### config.mk
export PLATFORM = sky130hd
export DESIGN_NAME = sbl_link
export DESIGN_NICKNAME = d
export VERILOG_FILES = /design/src/verilog/sbl_pkg.sv /design/src/verilog/sbl_link.sv
export VERILOG_INCLUDE_DIRS = /design/src /design/src/verilog
export SDC_FILE = /design/constraint.sdc
export NUM_CORES = 2
export LEC_CHECK = 0
export BUFFER_PORTS_ARGS = -buffer_cell sky130_fd_sc_hd__buf_2
export CAP_MARGIN = 10
export CORE_ASPECT_RATIO = 1.1
export CORE_MARGIN = 5
export CORE_UTILIZATION = 45
export DETAILED_ROUTE_END_ITERATION = 6
export SYNTH_ARGS = -nofsm -noshare
export SYNTH_HDL_FRONTEND = slang
export SYNTH_SLANG_ARGS = --single-unit
### constraint.sdc
create_clock -name clock -period 6.5 [get_ports clock]
set_input_delay 1.95 -clock clock [delete_from_list [all_inputs] [get_ports clock]]
set_output_delay 1.95 -clock clock [all_outputs]
set_load 0.01 [all_outputs]
### src/verilog/sbl_defs.svh
/*
 timing counts, widths and reset values for the serial block link adapter.
 assumes inclusion by bare name from the package and the design file.
*/
`ifndef SBL_DEFS_SVH
`define SBL_DEFS_SVH
`define SBL_CLK_HZ        125000000
`define SBL_BIT_RATE_HZ   998400
// longest period rounds down; 125e6/998400 = 125.2
`define SBL_BIT_CYCLES    (`SBL_CLK_HZ / `SBL_BIT_RATE_HZ)
`define SBL_WORD_W        16
`define SBL_CNT_W         7
`define SBL_BUF_DEPTH     128
`define SBL_BLOCK_WORDS   10
`define SBL_SYNC_DEF      16'hc3a5
`define SBL_CRC_POLY_DEF  16'h1021
`define SBL_CRC_INIT      16'hffff
`define SBL_VECTOR_DEF    8'h40
`define SBL_BIT_CNT_W     5
`endif

### src/verilog/sbl_pkg.sv
/*
 types for the serial block link adapter.
 assumes sbl_defs.svh alongside.
*/
`include "sbl_defs.svh"
package sbl_pkg;
   typedef enum logic [2:0] {TX_IDLE, TX_SYNC, TX_DATA, TX_CRC, TX_NEXT} sbl_tx_state_t;
   typedef enum logic [1:0] {RX_HUNT, RX_DATA, RX_CRC, RX_DONE} sbl_rx_state_t;
endpackage

### src/verilog/sbl_link.sv
/*
 serial block link adapter: host buffers, framed transmitter, framed receiver,
 interrupt request with vector. assumes a host that loads the buffers through
 the write port and acknowledges interrupts; the link line comes from another domain.
*/
`timescale 1ns/100ps
`default_nettype none
`include "sbl_defs.svh"
module sbl_link #(
   parameter logic [15:0] SYNC_WORD = `SBL_SYNC_DEF,
   parameter logic [15:0] CRC_POLY  = `SBL_CRC_POLY_DEF,
   parameter logic [7:0]  VECTOR    = `SBL_VECTOR_DEF,
   parameter int          BIT_CYC   = `SBL_BIT_CYCLES
) (
   // clock and control
   input  wire logic        clock,
   input  wire logic        rst,
   input  wire logic        clk_en,
   // host write into the control register path
   input  wire logic        host_wr,
   input  wire logic        host_sel_rx,
   input  wire logic [6:0]  host_addr,
   input  wire logic [15:0] host_wdata,
   input  wire logic        tx_start,
   // readback stream, two-entry buffered
   input  wire logic        rd_ready,
   output logic             rd_valid,
   output logic [15:0]      receive_readback_bus,
   // interrupt
   input  wire logic        int_ack,
   output logic             int_req,
   output logic [7:0]       vector_bus,
   output logic             vector_oe,
   // status
   output logic             tx_busy,
   output logic             rx_busy,
   output logic             crc_error,
   // link
   output logic             tx_line,
   input  wire logic        rx_line
);
   logic [15:0] tx_mem [0:127];
   logic [15:0] rx_mem [0:127];

   function automatic logic [15:0] crc_step(input logic [15:0] c, input logic b);
      crc_step = {c[14:0], 1'b0} ^ ((c[15] ^ b) ? CRC_POLY : 16'h0000);
   endfunction

   // device-select control register stage
   logic        sel_wr, sel_rx;
   logic [6:0]  sel_addr;
   logic [15:0] sel_data;
   logic        next_sel_wr;
   always_comb begin
      next_sel_wr = host_wr;
   end
   always_ff @(posedge clock) begin
      if (rst) begin
         sel_wr <= 1'b0; sel_rx <= 1'b0; sel_addr <= 7'h00; sel_data <= 16'h0000;
      end else if (clk_en) begin
         sel_wr   <= next_sel_wr;
         sel_rx   <= host_sel_rx;
         sel_addr <= host_addr;
         sel_data <= host_wdata;
      end
   end

   // bit timing; held at zero while idle so the first bit is a full period long
   sbl_pkg::sbl_tx_state_t tx_st, next_tx_st;
   logic [7:0] baud_cnt, next_baud_cnt;
   logic       baud_tick;
   always_comb begin
      baud_tick     = (baud_cnt == 8'(BIT_CYC - 1));
      next_baud_cnt = (baud_tick || tx_st == sbl_pkg::TX_IDLE) ? 8'h00 : baud_cnt + 8'h01;
   end
   always_ff @(posedge clock) begin
      if (rst) baud_cnt <= 8'h00;
      else if (clk_en) baud_cnt <= next_baud_cnt;
   end

   // transmitter
   logic [15:0] tx_sh, next_tx_sh, tx_crc, next_tx_crc;
   logic [4:0]  tx_bit, next_tx_bit;
   logic [6:0]  tx_idx, next_tx_idx, tx_cnt;
   logic        next_tx_line;
   always_comb begin
      next_tx_st = tx_st; next_tx_sh = tx_sh; next_tx_crc = tx_crc;
      next_tx_bit = tx_bit; next_tx_idx = tx_idx; next_tx_line = tx_line;
      case (tx_st)
         // software sequence of init and test blocks rides this engine
         sbl_pkg::TX_IDLE: begin
            next_tx_line = 1'b1;
            if (tx_start && tx_cnt != 7'h00) begin
               next_tx_st = sbl_pkg::TX_SYNC; next_tx_sh = SYNC_WORD;
               next_tx_bit = 5'd0; next_tx_idx = 7'd1;
            end
         end
         sbl_pkg::TX_SYNC: if (baud_tick) begin
            next_tx_line = tx_sh[15]; next_tx_sh = {tx_sh[14:0], 1'b0};
            next_tx_bit = tx_bit + 5'd1;
            if (tx_bit == 5'd15) begin
               next_tx_st = sbl_pkg::TX_NEXT; next_tx_crc = `SBL_CRC_INIT;
            end
         end
         sbl_pkg::TX_NEXT: begin
            next_tx_sh = tx_mem[tx_idx]; next_tx_bit = 5'd0; next_tx_st = sbl_pkg::TX_DATA;
         end
         sbl_pkg::TX_DATA: if (baud_tick) begin
            // parallel word shifted out msb first
            next_tx_line = tx_sh[15]; next_tx_sh = {tx_sh[14:0], 1'b0};
            next_tx_crc = crc_step(tx_crc, tx_sh[15]);
            next_tx_bit = tx_bit + 5'd1;
            if (tx_bit == 5'd15) begin
               if (tx_idx == tx_cnt) begin
                  next_tx_st = sbl_pkg::TX_CRC; next_tx_bit = 5'd0;
               end else begin
                  next_tx_idx = tx_idx + 7'd1; next_tx_st = sbl_pkg::TX_NEXT;
               end
            end
         end
         sbl_pkg::TX_CRC: if (baud_tick) begin
            next_tx_bit = tx_bit + 5'd1;
            // crc trails payload
            // the sixteenth crc bit keeps a full period before the line idles
            if (tx_bit == 5'd16) begin
               next_tx_st = sbl_pkg::TX_IDLE; next_tx_line = 1'b1;
            end else begin
               next_tx_line = tx_crc[15]; next_tx_crc = {tx_crc[14:0], 1'b0};
            end
         end
         default: next_tx_st = sbl_pkg::TX_IDLE;
      endcase
   end
   always_ff @(posedge clock) begin
      if (rst) begin
         tx_st <= sbl_pkg::TX_IDLE; tx_sh <= 16'h0000; tx_crc <= 16'h0000;
         tx_bit <= 5'd0; tx_idx <= 7'd0; tx_line <= 1'b1; tx_busy <= 1'b0;
      end else if (clk_en) begin
         tx_st <= next_tx_st; tx_sh <= next_tx_sh; tx_crc <= next_tx_crc;
         tx_bit <= next_tx_bit; tx_idx <= next_tx_idx; tx_line <= next_tx_line;
         tx_busy <= (next_tx_st != sbl_pkg::TX_IDLE);
      end
   end
   // count is low seven bits of entry zero
   assign tx_cnt = tx_mem[0][6:0];

   // receiver line synchroniser
   logic [2:0] rx_sync;
   logic       rx_bit_now;
   always_ff @(posedge clock) begin
      if (rst) begin
         rx_sync <= 3'b111; rx_bit_now <= 1'b1;
      end else if (clk_en) begin
         rx_sync <= {rx_sync[1:0], rx_line};
         if (rx_sync[1] == rx_sync[2]) rx_bit_now <= rx_sync[2];
      end
   end

   // receiver: samples mid-bit, edges resynchronise the phase
   sbl_pkg::sbl_rx_state_t rx_st, next_rx_st;
   logic [15:0] rx_sh, next_rx_sh, rx_crc, next_rx_crc;
   logic [4:0]  rx_bit, next_rx_bit;
   logic [6:0]  rx_idx, next_rx_idx, rx_cnt;
   logic [7:0]  rx_ph, next_rx_ph;
   logic        rx_prev, rx_smp, rx_wr, next_crc_error;
   logic        rx_done_pulse;
   always_comb begin
      next_rx_st = rx_st; next_rx_sh = rx_sh; next_rx_crc = rx_crc;
      next_rx_bit = rx_bit; next_rx_idx = rx_idx;
      // clear applied first, so a failing frame in the same cycle still sets
      next_crc_error = crc_error && !(sel_wr && sel_rx && sel_addr == 7'h00);
      rx_wr = 1'b0; rx_done_pulse = 1'b0;
      next_rx_ph = (rx_bit_now != rx_prev || rx_ph == 8'(BIT_CYC - 1)) ? 8'h00 : rx_ph + 8'h01;
      rx_smp = (rx_ph == 8'(BIT_CYC / 2));
      if (rx_smp) next_rx_sh = {rx_sh[14:0], rx_bit_now};
      case (rx_st)
         sbl_pkg::RX_HUNT: begin
            // sliding match on the sync word
            if (rx_smp && {rx_sh[14:0], rx_bit_now} == SYNC_WORD && rx_cnt != 7'h00) begin
               next_rx_st = sbl_pkg::RX_DATA; next_rx_bit = 5'd0;
               next_rx_idx = 7'd1; next_rx_crc = `SBL_CRC_INIT;
            end
         end
         sbl_pkg::RX_DATA: if (rx_smp) begin
            next_rx_crc = crc_step(rx_crc, rx_bit_now);
            next_rx_bit = rx_bit + 5'd1;
            if (rx_bit == 5'd15) begin
               // sixteen bits make one stored word
               rx_wr = 1'b1; next_rx_bit = 5'd0;
               if (rx_idx == rx_cnt) next_rx_st = sbl_pkg::RX_CRC;
               else next_rx_idx = rx_idx + 7'd1;
            end
         end
         sbl_pkg::RX_CRC: if (rx_smp) begin
            next_rx_bit = rx_bit + 5'd1;
            if (rx_bit == 5'd15) begin
               if ({rx_sh[14:0], rx_bit_now} != rx_crc) next_crc_error = 1'b1;
               next_rx_st = sbl_pkg::RX_DONE;
            end
         end
         sbl_pkg::RX_DONE: begin
            rx_done_pulse = 1'b1; next_rx_st = sbl_pkg::RX_HUNT;
         end
         default: next_rx_st = sbl_pkg::RX_HUNT;
      endcase
   end
   always_ff @(posedge clock) begin
      if (rst) begin
         rx_st <= sbl_pkg::RX_HUNT; rx_sh <= 16'h0000; rx_crc <= 16'h0000;
         rx_bit <= 5'd0; rx_idx <= 7'd0; rx_ph <= 8'h00; rx_prev <= 1'b1;
         crc_error <= 1'b0; rx_busy <= 1'b0;
      end else if (clk_en) begin
         rx_st <= next_rx_st; rx_sh <= next_rx_sh; rx_crc <= next_rx_crc;
         rx_bit <= next_rx_bit; rx_idx <= next_rx_idx; rx_ph <= next_rx_ph;
         rx_prev <= rx_bit_now; crc_error <= next_crc_error;
         // busy flag while a frame is in progress
         rx_busy <= (next_rx_st != sbl_pkg::RX_HUNT);
      end
   end
   assign rx_cnt = rx_mem[0][6:0];

   // buffer memories; stored payload written at rx_idx, checked crc recorded in flag
   always_ff @(posedge clock) begin
      if (clk_en) begin
         if (sel_wr && !sel_rx) tx_mem[sel_addr] <= sel_data;
         if (sel_wr && sel_rx) rx_mem[sel_addr] <= (sel_addr == 7'h00) ? {9'h000, sel_data[6:0]} : sel_data;
         else if (rx_wr) rx_mem[rx_idx] <= {rx_sh[14:0], rx_bit_now};
      end
   end

   // interrupt and vector
   logic rd_go, next_int_req;
   logic [6:0]  fill_idx;
   logic        in_ready;
   always_comb begin
      // request once whole response stored; set wins over acknowledge
      next_int_req = rx_done_pulse | (int_req & ~int_ack);
   end
   always_ff @(posedge clock) begin
      if (rst) begin
         int_req <= 1'b0; vector_bus <= 8'h00; vector_oe <= 1'b0; rd_go <= 1'b0;
      end else if (clk_en) begin
         int_req <= next_int_req;
         // vector onto bus on acknowledge; host scales it
         vector_oe  <= int_req & int_ack;
         vector_bus <= (int_req & int_ack) ? VECTOR : 8'h00;
         if (int_req & int_ack) rd_go <= 1'b1;
         else if (rd_go && fill_idx == rx_cnt && in_ready) rd_go <= 1'b0;
      end
   end

   // readback through two-entry skid buffer
   logic [15:0] b0, b1;
   logic        v0, v1;
   assign in_ready = !v1;
   always_ff @(posedge clock) begin
      if (rst) begin
         fill_idx <= 7'd1; v0 <= 1'b0; v1 <= 1'b0; b0 <= 16'h0000; b1 <= 16'h0000;
         rd_valid <= 1'b0; receive_readback_bus <= 16'h0000;
      end else if (clk_en) begin
         // stored words leave over the readback bus
         if (rd_valid && rd_ready) begin
            rd_valid <= 1'b0;
         end
         if (!rd_valid || rd_ready) begin
            if (v0) begin
               rd_valid <= 1'b1; receive_readback_bus <= b0;
               b0 <= b1; v0 <= v1; v1 <= 1'b0;
            end
         end
         if (rd_go && in_ready && !(v0 && !(!rd_valid || rd_ready) && v1)) begin
            if (!v0 || ((!rd_valid || rd_ready) && !v1)) begin
               if (v0 && !(!rd_valid || rd_ready)) begin b1 <= rx_mem[fill_idx]; v1 <= 1'b1; end
               else if (v0) begin b0 <= rx_mem[fill_idx]; v0 <= 1'b1; end
               else begin b0 <= rx_mem[fill_idx]; v0 <= 1'b1; end
            end else begin
               b1 <= rx_mem[fill_idx]; v1 <= 1'b1;
            end
            fill_idx <= (fill_idx == rx_cnt) ? 7'd1 : fill_idx + 7'd1;
         end
      end
   end
endmodule // sbl_link
`default_nettype wire

==> flow_summary.ini <==
[global_route]
grt_max_degree = 128
grt_pass1_vias = 83900
grt_overflow = 0
grt_pass1_wl_mm = 624
antenna_found_initial = 6
grt_usage_pct = 22.4

[synth]
synth_edf_count = 4096
ys_ff_latch = 4313
seq_area_frac_synth_pct = 76.0
syn_area_um2 = 168000
netlist_instances = 8106
synth_most_common_cell = edfxtp_1
synth_area_leaders = edfxtp_1 (73%), mux4_2 (13%), mux2i_1 (3.2%)
ys_types = 78
yosys_most_used_dff = edfxtp_1
yosysTopAreaCellShare_pct = 73.4
ys.warnings.count = 0
ys_async_sr_fraction_pct = 0
yosysTopAreaCell = edfxtp_1
avgSynthCellArea_um2 = 20.7
synth_common_cells = edfxtp_1 (4096), mux4_2 (944), mux2i_1 (532), nor2_1 (322), clkbuf_1 (223)

[routing]
dr.pass1.iters = 6
postRouteAntennaNets = 0
wl_per_cell_um = 31.4
dr_total_vias = 83500
routed_wl_mm = 438
viasPerCell = 5.99
drtIter0Drc = 9478
drc = 0

[floorplanning]
ios = 63
rows = 235
core_um2 = 372000
die_w_um = 592
fp.dieH_um = 650
die_area_um2 = 385000
start_util_pct = 45.1

[hold_path]
hold_depth = 2
min_path_type = reg -> reg
min_to = receive_readback_bus[15]
min_from = receive_readback_bus[15]

[timing]
max_freq_mhz = 215
worst_pin_slew_ns = 1.33
setup-violations-final = 0
finalCriticalPeriod_ns = 4.65
post-route-period-util_pct = 71.6
rsz0062_at_grt = false
slew_violations = 0
fin_setup_tns_ns = 0
relSlewSlack_pct = 11.2
hold_viol = 0
skew_ns = 0.0439

[worst_setup_path]
required_ns = 7.22
critPathMaxFanout = 24
rr_startpoint = rx_ph[0]
critPathKind = in -> reg
r2r_setup_slack_ns = 2.05
r2r-end = rx_mem[14][12]
end_kind = flip-flop
worst_ep_arrival_time_ns = 5.37
reg2regPathDepth = 11
setup.worst_path.start_class = input port

[clock_tree]
clock_path_buffers = 4
insertion_delay_ns = 0.97
h-tree-depth = 5
post_cts_resized = 0
cts.sinks = 4313
cts_setup_buffers = 0
hold_buffers = 0
cts-buffers-inserted = 434
cts_tree = built
ctsRootBufferMaster = clkbuf_16
cts.clk_slew.worst_paths_ns = 0.06

[power_and_ir_drop]
swShare_pct = 20.4
seq_power_share_pct = 53.7
pwr-share-comb_pct = 2.6
p_int_uw = 45400
p_per_area_nw_per_um2 = 299
vdd_ir_drop_max_mv = 0.254
p_clk_share_pct = 43.7
power_switching_uw = 11600
p_leak_uw = 0.0563

[finish]
instances_no_fill = 14000
final_cell_area_um2 = 191000
regArea_um2 = 127000
nNetsFinal = 8646
area_growth_pct = 13.9
n_fill_cell = 29200
multi_input_area_um2 = 38600
drive_gt1_share_pct = 26.3

[placement]
dp_hpwl_mm = 270
portBuffers = 55
place.gp.congestion = 0.992
dpl_cell_area_um2 = 177000
place_inst = 13100

[outcome]
status = finished, final reports clean

[flow_run]
drv_cap = 0
-- cells in the final DEF (no fill, tap or decap), drive strengths merged, types with 18 or more instances in the layout --
| cell type | n |
|---|---|
| a2111oi | 18 |
| a22o | 32 |
| nand2 | 193 |
| o221ai | 77 |
| a211oi | 46 |
| buf | 516 |
| edfxtp | 4096 |
| clkinv | 179 |
| xnor2 | 54 |
| o21ai | 53 |
| nand2b | 27 |
| nor3 | 181 |
| mux2i | 532 |
| ha | 20 |
| bufinv | 47 |
| a21oi | 96 |
| clkinvlp | 19 |
| inv | 67 |
| mux4 | 944 |
| dfxtp | 217 |
| and2 | 21 |
| nand3 | 40 |
| a311oi | 22 |
| a22oi | 170 |
| xor2 | 19 |
| nor4 | 29 |
| mux2 | 68 |
| a31oi | 20 |
| o22ai | 49 |
| a21o | 21 |
| clkbuf | 550 |
| nor2 | 322 |
| nand4 | 73 |
-- how the worst max path moves through the flow --
stage,from,end,slack (ns),cells past startpoint
2_1_floorplan,clk_en,rx_mem[0][12],1.28,7
3_3_place_gp,clk_en,rx_mem[4][12],0.91,7
3_5_place_dp,clk_en,rx_mem[14][9],0.90,9
4_1_cts,clk_en,rx_mem[20][5],1.95,9
5_1_grt,clk_en,rx_mem[125][11],1.72,7
6_report,clk_en,rx_mem[14][12],1.85,9
-- through the flow --
step / total power, µW / util, % / setup WS [ns] / hold slack [ns]
4_1_cts: 57500 / 51.3 / 1.95 / 0.460
5_1_grt: 58700 / 51.3 / 1.72 / 0.481
2_1_floorplan: 32100 / - / 1.28 / 0.430
3_5_place_dp: 32700 / 47.5 / 0.901 / 0.450
6_report: 57000 / 51.4 / 1.85 / 0.455
3_3_place_gp: 32700 / 47.5 / 0.909 / 0.442
-- power by group through the flow --
| stage | sequential (µW) | clock, µW | combinational, µW |
|---|---|---|---|
| 2_1_floorplan | 31200 | 0 | 813 |
| 3_3_place_gp | 31200 | 0 | 1490 |
| 3_5_place_dp | 31200 | 0 | 1530 |
| 4_1_cts | 30600 | 25300 | 1530 |
| 5_1_grt | 30600 | 26500 | 1590 |
| 6_report | 30600 | 24900 | 1500 |
-- layer usage --
layer | routed length, µm | share of wire [%] | GRT usage (%) | vias to the layer above
met5 | 0 | 0 | 0 | -
met1 | 174000 | 40 | 30.5 | 44400
met2 | 216000 | 49 | 36.8 | 3518
met3 | 28100 | 6.4 | 2.90 | 747
li1 | - | - | - | 34800
met4 | 20000 | 4.6 | 8.85 | 0
-- worst max-delay path, cell delays in order --
cell	delay, ns
buf_4	0.11
nand4_4	0.42
a211oi_4	0.89
buf_4	0.31
nor3b_1	0.10
a31oi_4	0.51
buf_4	0.56
nor3_2	0.16
buf_4	0.26
-- final cells by class --
type	count	area share [%]
clock inverters	261	1.39
flip-flops and latches	4313	66.8
multi-input cells	3278	20.2
clock buffers	550	6.06
diodes	5	0.00656
inverters	51	0.103
well taps	4977	3.26
repair buffers	516	2.19
-- kinds of logic (layout without fill, tap and decap cells) --
logic type / after synthesis / count (layout) / synth area share, %
AO/OA/AOI/OAI: 676 / 676 / 2.93
XOR/XNOR: 73 / 73 / 0.382
adder cells (fa/ha/maj): 20 / 20 / 0.149
buffers and inverters: 521 / 1378 / 1.49
flip-flops: 4313 / 4313 / 76.0
multiplexers: 1544 / 1544 / 16.3
other: 1 / 12 / 0.00224
AND/OR/NAND/NOR: 958 / 958 / 2.70
-- registers in the layout (all words and copies together) (netlist names), 8 cells and up, named ones only --
| signal | cells |
|---|---|
| b1 | 16 |
| rx_mem | 2048 |
| rx_crc | 16 |
| tx_sh | 16 |
| rx_sh | 15 |
| rx_ph | 8 |
| baud_cnt | 8 |
| tx_crc | 16 |
| sel_data | 16 |
| tx_mem | 2048 |
| b0 | 16 |
| receive_readback_bus | 16 |
No activity file was read; power rests on OpenSTA's default activity.
